## config.mk

```make
export PLATFORM = sky130hd
export DESIGN_NAME = branch_jump_execute
export DESIGN_NICKNAME = d
export VERILOG_FILES = /design/src/hdl/branch_jump_pkg.sv /design/src/hdl/branch_jump_execute.sv
export SDC_FILE = /design/constraint.sdc
export NUM_CORES = 1
export LEC_CHECK = 0
export ABC_AREA = 1
export BUFFER_PORTS_ARGS = -buffer_cell sky130_fd_sc_hd__buf_2
export CAP_MARGIN = 5
export CORE_MARGIN = 2
export CORE_UTILIZATION = 40
export DETAILED_ROUTE_END_ITERATION = 8
export MAX_ROUTING_LAYER = met4
export PLACE_DENSITY = 0.65
export SLEW_MARGIN = 20
export SYNTH_ARGS = -nofsm -noshare
export SYNTH_HDL_FRONTEND = slang
export SYNTH_SLANG_ARGS = --single-unit
```

## constraint.sdc

```tcl
create_clock -name sys_clk -period 8.6 [get_ports sys_clk]
set_clock_uncertainty 0.2 [all_clocks]
set_input_delay 0.43 -clock sys_clk [delete_from_list [all_inputs] [get_ports sys_clk]]
set_output_delay 0.43 -clock sys_clk [all_outputs]
set_load 0.02 [all_outputs]
```

## src/hdl/branch_jump_pkg.sv

```systemverilog
// Package with opcodes, byte lengths, reset values and bus structs for the control-transfer executor.
package branch_jump_pkg;
	localparam logic [7:0] OP_JUMP_IF_BIT_SET = 8'h20;
	localparam logic [7:0] OP_JUMP_BIT_SET_AND_CLEAR = 8'h10;
	localparam logic [7:0] OP_JUMP_IF_BIT_CLEAR = 8'h30;
	localparam logic [7:0] OP_JUMP_IF_CARRY = 8'h40;
	localparam logic [7:0] OP_JUMP_IF_NO_CARRY = 8'h50;
	localparam logic [7:0] OP_JUMP_IF_ACC_ZERO = 8'h60;
	localparam logic [7:0] OP_JUMP_IF_ACC_NONZERO = 8'h70;
	localparam logic [7:0] OP_INDIRECT_JUMP = 8'h73;
	localparam logic [7:0] OP_LONG_CALL = 8'h12;
	localparam logic [7:0] OP_LONG_JUMP = 8'h02;
	localparam logic [7:0] OP_MOVE_DIR_DIR = 8'h85;
	localparam logic [15:0] LEN_ONE = 16'h0001;
	localparam logic [15:0] LEN_TWO = 16'h0002;
	localparam logic [15:0] LEN_THREE = 16'h0003;
	localparam logic [15:0] PC_RESET = 16'h0000;
	localparam logic [7:0] SP_RESET = 8'h07;
	localparam logic [7:0] BYTE_ZERO = 8'h00;

	typedef struct packed {
		logic en;
		logic [7:0] addr;
		logic [7:0] data;
	} ram_write_s;

	typedef struct packed {
		logic en;
		logic [7:0] addr;
	} bit_access_s;
endpackage : branch_jump_pkg

```

## src/hdl/branch_jump_execute.sv

```systemverilog
// Executor for branch, jump, long call, long jump and byte-move instructions of an 8-bit core.
`timescale 1ns/1ps
module branch_jump_execute
	import branch_jump_pkg::*;
(
	input wire logic sys_clk,
	input wire logic srst,
	input wire logic [7:0] code_data,
	output logic [15:0] code_addr,
	input wire logic [7:0] accumulator,
	input wire logic [15:0] data_pointer,
	input wire logic carry,
	input wire logic [7:0] bit_latch,
	input wire logic [7:0] ram_rdata,
	output logic [7:0] ram_raddr,
	output ram_write_s ram_wr,
	output bit_access_s bit_clear,
	output logic [15:0] pc,
	output logic [7:0] stack_pointer,
	output logic illegal_op
);
	typedef enum {FETCH, OPER1, OPER2, PUSH_LOW, PUSH_HIGH, MOVE_WRITE} state_e;

	state_e state_reg, state_next;
	logic [15:0] pc_reg, pc_next;
	logic [7:0] sp_reg, sp_next;
	logic [7:0] op_reg, op_next;
	logic [7:0] b1_reg, b1_next;
	logic [15:0] fetch_reg, fetch_next;
	ram_write_s wr_reg, wr_next;
	bit_access_s clr_reg, clr_next;
	logic ill_reg, ill_next;
	logic [7:0] bit_sel;
	logic bit_val;
	logic [15:0] rel_target;

	////////////////////////////////////////////////////////////////////////////
	// Bit selection reads the output latch, so a port bit never reflects the pin level.
	assign bit_sel = b1_reg;
	assign bit_val = bit_latch[bit_sel[2:0]];
	assign ram_raddr = b1_reg;
	// The offset byte sits at fetch_reg, so the next instruction starts one further on.
	// The sign-extended offset is added there, past the whole instruction.
	assign rel_target = fetch_reg + LEN_ONE + {{8{code_data[7]}}, code_data};

	always_comb begin
		state_next = state_reg;
		pc_next = pc_reg;
		sp_next = sp_reg;
		op_next = op_reg;
		b1_next = b1_reg;
		fetch_next = fetch_reg;
		wr_next = '0;
		clr_next = '0;
		ill_next = 1'b0;
		case (state_reg)
			FETCH: begin
				op_next = code_data;
				fetch_next = fetch_reg + LEN_ONE;
				state_next = OPER1;
				if (code_data == OP_INDIRECT_JUMP) begin
					// Operands are only read, so accumulator, pointer and flags stay intact.
					pc_next = {8'h00, accumulator} + data_pointer;
					fetch_next = {8'h00, accumulator} + data_pointer;
					state_next = FETCH;
				end else if (!(code_data inside {OP_JUMP_IF_BIT_SET, OP_JUMP_BIT_SET_AND_CLEAR,
						OP_JUMP_IF_BIT_CLEAR, OP_JUMP_IF_CARRY, OP_JUMP_IF_NO_CARRY, OP_JUMP_IF_ACC_ZERO,
						OP_JUMP_IF_ACC_NONZERO, OP_LONG_CALL, OP_LONG_JUMP, OP_MOVE_DIR_DIR})) begin
					ill_next = 1'b1;
					pc_next = fetch_reg + LEN_ONE;
					state_next = FETCH;
				end
			end
			OPER1: begin
				b1_next = code_data;
				fetch_next = fetch_reg + LEN_ONE;
				state_next = OPER2;
				case (op_reg)
					OP_JUMP_IF_CARRY: begin
						pc_next = carry ? rel_target : fetch_reg + LEN_ONE;
						fetch_next = pc_next;
						state_next = FETCH;
					end
					OP_JUMP_IF_NO_CARRY: begin
						// Carry is an input only; this block has no path to modify it.
						pc_next = !carry ? rel_target : fetch_reg + LEN_ONE;
						fetch_next = pc_next;
						state_next = FETCH;
					end
					OP_JUMP_IF_ACC_ZERO: begin
						pc_next = (accumulator == BYTE_ZERO) ? rel_target : fetch_reg + LEN_ONE;
						fetch_next = pc_next;
						state_next = FETCH;
					end
					OP_JUMP_IF_ACC_NONZERO: begin
						pc_next = (|accumulator) ? rel_target : fetch_reg + LEN_ONE;
						fetch_next = pc_next;
						state_next = FETCH;
					end
					default: begin
					end
				endcase
			end
			OPER2: begin
				fetch_next = fetch_reg + LEN_ONE;
				pc_next = fetch_reg + LEN_ONE;
				state_next = FETCH;
				case (op_reg)
					OP_JUMP_IF_BIT_SET: begin
						if (bit_val) begin
							pc_next = rel_target;
						end
					end
					OP_JUMP_IF_BIT_CLEAR: begin
						if (!bit_val) begin
							pc_next = rel_target;
						end
					end
					OP_JUMP_BIT_SET_AND_CLEAR: begin
						if (bit_val) begin
							pc_next = rel_target;
						end
						clr_next.en = 1'b1;
						clr_next.addr = b1_reg;
					end
					OP_LONG_JUMP: begin
						pc_next = {b1_reg, code_data};
					end
					OP_LONG_CALL: begin
						// Target waits in b1_reg and op_reg until both return bytes are pushed.
						pc_next = fetch_reg + LEN_ONE;
						op_next = code_data;
						state_next = PUSH_LOW;
					end
					OP_MOVE_DIR_DIR: begin
						op_next = code_data;
						state_next = MOVE_WRITE;
					end
					default: begin
					end
				endcase
				if (op_reg != OP_LONG_CALL && op_reg != OP_MOVE_DIR_DIR) begin
					fetch_next = pc_next;
				end else begin
					fetch_next = fetch_reg + LEN_ONE;
				end
			end
			PUSH_LOW: begin
				sp_next = sp_reg + 8'h01;
				wr_next.en = 1'b1;
				wr_next.addr = sp_reg + 8'h01;
				wr_next.data = pc_reg[7:0];
				state_next = PUSH_HIGH;
			end
			PUSH_HIGH: begin
				sp_next = sp_reg + 8'h01;
				wr_next.en = 1'b1;
				wr_next.addr = sp_reg + 8'h01;
				wr_next.data = pc_reg[15:8];
				pc_next = {b1_reg, op_reg};
				fetch_next = {b1_reg, op_reg};
				state_next = FETCH;
			end
			MOVE_WRITE: begin
				// Source is only read; the copy goes to the destination held in op_reg.
				wr_next.en = 1'b1;
				wr_next.addr = op_reg;
				wr_next.data = ram_rdata;
				pc_next = fetch_reg;
				state_next = FETCH;
			end
			default: begin
				state_next = FETCH;
			end
		endcase
	end

	always_ff @(posedge sys_clk) begin
		if (srst) begin
			state_reg <= FETCH;
			pc_reg <= PC_RESET;
			sp_reg <= SP_RESET;
			op_reg <= BYTE_ZERO;
			b1_reg <= BYTE_ZERO;
			fetch_reg <= PC_RESET;
			wr_reg <= '0;
			clr_reg <= '0;
			ill_reg <= 1'b0;
		end else begin
			state_reg <= state_next;
			pc_reg <= pc_next;
			sp_reg <= sp_next;
			op_reg <= op_next;
			b1_reg <= b1_next;
			fetch_reg <= fetch_next;
			wr_reg <= wr_next;
			clr_reg <= clr_next;
			ill_reg <= ill_next;
		end
	end

	////////////////////////////////////////////////////////////////////////////
	assign code_addr = fetch_reg;
	assign pc = pc_reg;
	assign stack_pointer = sp_reg;
	assign ram_wr = wr_reg;
	assign bit_clear = clr_reg;
	assign illegal_op = ill_reg;
endmodule : branch_jump_execute

```

# Word-level counts from Yosys, hierarchy flattened
# Cells that the tools add are included.
# word_totals
regBits	115
input_bits	51
out_inout_bits	75
elab_cells	95
# op_classes
addsub	4
n_lt_le_gt_ge	1
eq_ne	31
muxes	27
bitwise	3
n_reduce_logical	17
# op_table
operator	n
one-hot mux 16 bit (4 select lines)	3
two-way mux 16 bit	10
one-hot mux 32 bit (4 select lines)	1
one-hot mux 16 bit (5 select lines)	1
== test 8 x 7 -> 1 bit, second input constant	9
== test 32 x 2 -> 1 bit, second input constant	2
== test 32 x 3 -> 1 bit, second input constant	2
one-hot mux 17 bit (3 select lines)	1
one-hot mux 16 bit (3 select lines)	1
== test 32 x 1 -> 1 bit, second input constant	1
== test 8 x 5 -> 1 bit, second input constant	4
== test 8 x 6 -> 1 bit, second input constant	4
zero test 32 bit	1
adder 16 x 1 -> 16 bit, second input constant	1
adder 16 bit	1
adder 8 x 16 -> 16 bit	1
== test 8 x 2 -> 1 bit, second input constant	2
== test 8 bit, second input constant	2
one-hot mux 8 bit (2 select lines)	1
nonzero test 10 bit	1
two-way mux 9 bit	1
adder 8 x 1 -> 8 bit, second input constant	1
zero test 8 bit	1
two-way mux 8 bit	1
21 further kinds	30

# Depth between registers and ports, before layout
# logic_depth
word_depth	6
depth_mapped	26
depth_no_buf	26

# Worst setup path after synthesis
# Ideal clock, no wire load.
# synth_path
path_kind	reg2reg
startpoint	register fetch_reg[0], in the netlist code_addr[0]
endpoint	register pc_reg[11], in the netlist pc[11]
setup_ps	71
t_arrival_ps	2942
t_required_ps	8329
slack_ps	5387
stages_incl_launch_ff	22
n_path_buf	0
synth_period_minus_slack_ps	3213
path_cell_list	dfxtp_1 -> ha_1 -> nand2_1 -> nor2_2 -> xor2_1 -> inv_1 -> ha_1 -> nand2_1 -> nor2_1 -> nand2_1 -> nand2_1 -> nand2_1 -> nand2_1 -> xor2_1 -> nand2_1 -> nand3_1 -> nand2_1 -> inv_1 -> nand2_1 -> nand3_1 -> nand2_1 -> a21oi_1
# synth_via
elab_chain_cells	5
elab_cells_between_ends	13
cone_classes	2 x add/sub; 11 x mux
# synth_rtl
item	line_no	rtl
from (decl)	branch_jump_execute.sv:29	logic [15:0] fetch_reg, fetch_next;
from (signal assigned)	branch_jump_execute.sv:195	fetch_reg <= fetch_next;
adder 16 x 1 -> 16 bit (*)	--	
adder 16 bit	branch_jump_execute.sv:44	assign rel_target = fetch_reg + LEN_ONE + {{8{code_data[7]}}, code_data};
two-way mux 16 bit, or another cell as far along	branch_jump_execute.sv:96	pc_next = (|accumulator) ? rel_target : fetch_reg + LEN_ONE;
one-hot mux 16 bit (4 select lines) or one-hot mux 16 bit (3 select lines) (tied branches)	branch_jump_execute.sv:78, branch_jump_execute.sv:108	
one-hot mux 16 bit (5 select lines) (*)	branch_jump_execute.sv:56	case (state_reg)
to (signal assigned)	branch_jump_execute.sv:191	pc_reg <= pc_next;
to (decl)	branch_jump_execute.sv:25	logic [15:0] pc_reg, pc_next;
# Every way passes the cells marked *; elsewhere a longest branch is shown, timed or not. The select of a mux whose other input is x is not followed.
# A chain may end at the register's enable or synchronous reset.

# Worst setup path after layout
# layout_path
startpoint	register fetch_reg[0], in the netlist code_addr[0]
endpoint	register fetch_reg[11], in the netlist code_addr[11]
# layout_via
elab_chain_cells	6
elab_cells_between_ends	13
cone_classes	2 x add/sub; 11 x mux
# layout_rtl
item	line_no	rtl
adder 16 x 1 -> 16 bit (*)	--	
adder 16 bit	branch_jump_execute.sv:44	
two-way mux 16 bit, on equally long branches	branch_jump_execute.sv:110, branch_jump_execute.sv:120, branch_jump_execute.sv:115	
one-hot mux 16 bit (3 select lines)	branch_jump_execute.sv:108	case (op_reg)
two-way mux 16 bit	branch_jump_execute.sv:142	if (op_reg != OP_LONG_CALL && op_reg != OP_MOVE_DIR_DIR) begin
one-hot mux 16 bit (4 select lines) (*)	branch_jump_execute.sv:56	
# Every way passes the cells marked *; elsewhere a longest branch is shown, timed or not.

==> impl_results.rst <==
.. list-table::
   :header-rows: 1

   * - Metric
     - Value
   * - CP Data Required Time
     - a little under 9 ns
   * - Final Max Slew Viols
     - 0
   * - Number of enable flip-flop cells after synthesis
     - 0
   * - Combined area of the multi-input logic cells
     - 5290 sq um
   * - Leading cell types in the layout, fill and taps excluded
     - sky130_fd_sc_hd__nand2_1 (393), sky130_fd_sc_hd__inv_1 (136), sky130_fd_sc_hd__buf_2 (125), sky130_fd_sc_hd__nand3_1 (116), sky130_fd_sc_hd__nor2_1 (99)
   * - # nets final
     - 1492
   * - Area grow syn2layout
     - 14.1%
   * - Chip width
     - roughly 140 um
   * - Number of violations reported at the end of detailed-routing iteration 0
     - approximately 1000
   * - Startpoint type of the worst setup path
     - flip-flop
   * - CTS tree
     - done
   * - Most common cell after layout, fill and taps aside
     - sky130_fd_sc_hd__nand2_1
   * - Cell area after synthesis
     - roughly 8000 sq um
   * - Number of iterations in the first detailed-routing pass
     - 7
   * - Clk sink count
     - 86
   * - Most used flip-flop cell after synthesis
     - sky130_fd_sc_hd__dfxtp_1
   * - Areal power density over the cells
     - between 100 and 150 nW/um^2
   * - Number of warning messages in the yosys log
     - 0
   * - Period utilisation layout
     - 45.7%
   * - Final period demand of the worst path
     - 3.93 ns
   * - Via count of the first global-routing pass
     - 8529
   * - Setup repair after global routing missed its margin
     - no
   * - Actual transition at the worst max-transition pin
     - 1.15 ns
   * - Worst-case vdd ir drop
     - between 0.00009 and 0.0001 V
   * - Worst slack on hold paths
     - about 0.17 ns
   * - Starting density of the core
     - roughly 41%
   * - Hold buffers post-CTS
     - 0
   * - Largest fanout of any net on the critical path
     - 9
   * - Largest net degree at the start of global routing
     - 31
   * - GRT Util Overall
     - ~30%
   * - Clock insertion delay at the later pin of the skew report
     - around 0.35 ns
   * - Worst max-slew margin expressed relative to the limit
     - 23.3%
   * - Clock tree root driver cell
     - sky130_fd_sc_hd__clkbuf_16
   * - Routed wire length per instance
     - between 15 and 20 um
   * - Detail Placement HPWL
     - between 20000 and 25000 um
   * - Routed Antenna Nets
     - 0
   * - Share of the yosys chip area belonging to registers
     - between 20% and 30%
   * - Logic pwr share
     - between 20% and 30%
   * - Via count normalized by instance count
     - between 5 and 6
   * - Instance count of the mapped netlist
     - around 1300
   * - Biggest area contributors in the synthesized netlist
     - sky130_fd_sc_hd__dfxtp_1 (22%), sky130_fd_sc_hd__nand2_1 (19%), sky130_fd_sc_hd__nand3_1 (7.4%)
   * - Floorplan row count
     - 51
   * - Drt total wl
     - roughly 30000 um
   * - Number of setup buffers added after CTS
     - 0
   * - Internal Power
     - 0.000724 W
   * - Core area
     - between 15000 and 20000 sq um
   * - Initial antenna violation count
     - 0
   * - Final setup violation count
     - 0
   * - Number of synthesized register bits
     - 86
   * - Clock transition at path regs
     - approximately 0.07 ns
   * - Storage cell area
     - roughly 1700 sq um
   * - Switching power total
     - 0.000378 W
   * - Status
     - finished clean
   * - DIE HEIGHT
     - between 100 and 150 um
   * - Global-route wire length before repair
     - ~46000 um
   * - Cell area after placement
     - about 8600 sq um
   * - Critical path type
     - flip-flop to flip-flop
   * - Total placed cells including tap cells
     - roughly 1700
   * - Switching share of power
     - 34.3%
   * - Ant diodes
     - 0
   * - Area leader, netlist
     - sky130_fd_sc_hd__dfxtp_1
   * - Die ar.
     - 20700 sq um
   * - Path type of the worst min-delay path
     - input port to flip-flop
   * - H-tree levels
     - 3
   * - Mean area per synthesized cell
     - roughly 6.0 sq um
   * - Layout Cells excl Fill
     - ~1700
   * - Max clock buf depth
     - 2
   * - Final cell area excluding filler cells
     - roughly 9000 sq um
   * - PortBufs
     - 125
   * - Portion of synthesized cell area occupied by the leading cell type
     - approximately 22%
   * - DRC violation count after routing
     - 0
   * - Final-layout setup total negative slack
     - 0 ns
   * - Syn Nets
     - between 1000 and 1500
   * - Achievable clock frequency
     - approximately 0.25 GHz
   * - Boundary pin count
     - between 100 and 150
   * - Total of fill cells in the finished design
     - 2078
   * - Number of distinct library cells after synthesis
     - 58
   * - Endpoints failing hold
     - 0
   * - Count of vias placed by the detailed router
     - approximately 9400
   * - Power share of the sequential group
     - 38.8%
   * - Fraction of layout instances using a drive strength above 1
     - between 10% and 20%
   * - Fraction of power consumed by the clock network
     - 37.6%
   * - Setup slack, reg-to-reg
     - around 4.7 ns
   * - Total congestion overflow
     - 0
   * - Final GP Congestion
     - about 1.0
   * - Element type at the critical path end
     - flip-flop
   * - Number of violations of the max-capacitance limit
     - 0
   * - Number of buffers added by the clock tree synthesis step
     - 9
   * - Async S/R FF share, synth
     - 0%
   * - Post-CTS Resized
     - 0
   * - Static leakage
     - 4.27 nW
   * - Worst endpoint data arrival time
     - 4.00 ns
   * - Flip-flop count of the largest register, all copies and words added
     - 17
## metrics by stage
| stage | utilization (%) | total power (W) | worst slack [ns] |
|---|---|---|---|
| after floorplan | - | 0.000608 | 5.39 |
| after global placement | 44.6 | 0.000690 | 4.83 |
| after detailed placement | 44.6 | 0.000691 | 4.75 |
| after CTS | 46.2 | 0.00111 | 4.72 |
| after global routing | 46.2 | 0.00115 | 4.33 |
| final | 46.2 | 0.00110 | 4.67 |
## power by group through the flow
stage	logic (W)	registers (W)	clock network (W)
floorplan	0.000167	0.000441	0
global placement	0.000254	0.000436	0
detailed placement	0.000255	0.000436	0
CTS	0.000256	0.000427	0.000422
global route	0.000288	0.000429	0.000437
finish	0.000260	0.000428	0.000414
## metal layers
layer / wire length (um) / GRT usage, %
met5: 0 / -
met4: 1070 / 11.6
met3: 2810 / 3.87
met2: 13700 / 46.9
met1: 12700 / 39.0
## logic make-up after synthesis
group,share of synthesized area [%]
simple gates,39.9
compound gates,20.0
buf+inv,10.6
flops,22.0
fa+ha+maj,4.98
xor+xnor,2.56
## worst paths after layout
check | startpoint | to | cells past startpoint
min | ram_rdata[6] | ram_wr[6] | 5
max | code_addr[0] | code_addr[11] | 19
max reg2reg | code_addr[0] | code_addr[11] | 19
min reg2reg | stack_pointer[4] | stack_pointer[4] | 2
## critical path, cell delays in order, from the launching register on
cell and delay [ns]:
sky130_fd_sc_hd__dfxtp_1 0.51, sky130_fd_sc_hd__ha_1 0.23, sky130_fd_sc_hd__nand2_1 0.12, sky130_fd_sc_hd__nor2_2 0.17
sky130_fd_sc_hd__xor2_1 0.49, sky130_fd_sc_hd__inv_1 0.18, sky130_fd_sc_hd__ha_1 0.40, sky130_fd_sc_hd__nand2_1 0.09
sky130_fd_sc_hd__nor2_1 0.10, sky130_fd_sc_hd__nand2_1 0.06, sky130_fd_sc_hd__nand2_1 0.14, sky130_fd_sc_hd__nand2_1 0.07
sky130_fd_sc_hd__nand2_1 0.08, sky130_fd_sc_hd__xor2_1 0.32, sky130_fd_sc_hd__nand2_1 0.13, sky130_fd_sc_hd__a21oi_1 0.16
sky130_fd_sc_hd__o21ai_1 0.09, sky130_fd_sc_hd__nand2_1 0.12, sky130_fd_sc_hd__nand2_1 0.07, sky130_fd_sc_hd__a21oi_1 0.11
## cells in the mapped netlist (all sizes together) (3+ instances only)
cell / number
a21oi: 96
nand3: 121
xor2: 17
ha: 28
o21ai: 118
dfxtp: 86
buf: 30
nor4: 5
nand2: 401
nor3: 15
o211ai: 19
o22ai: 8
a211oi: 10
nand3b: 3
o221ai: 3
a22oi: 4
or2: 6
clkbuf: 15
inv: 160
nor2: 115
nand4: 27
xnor2: 5
o21bai: 4
## layout make-up
type	count	share of cell area, %
inverter	161	6.79
clock inverter	7	0.966
sequential	86	19.3
timing repair buffer	132	7.59
multi-input combinational	1021	59.2
clock buffer	9	2.52
tap	265	3.71
Power figures use the tool's default switching activity.
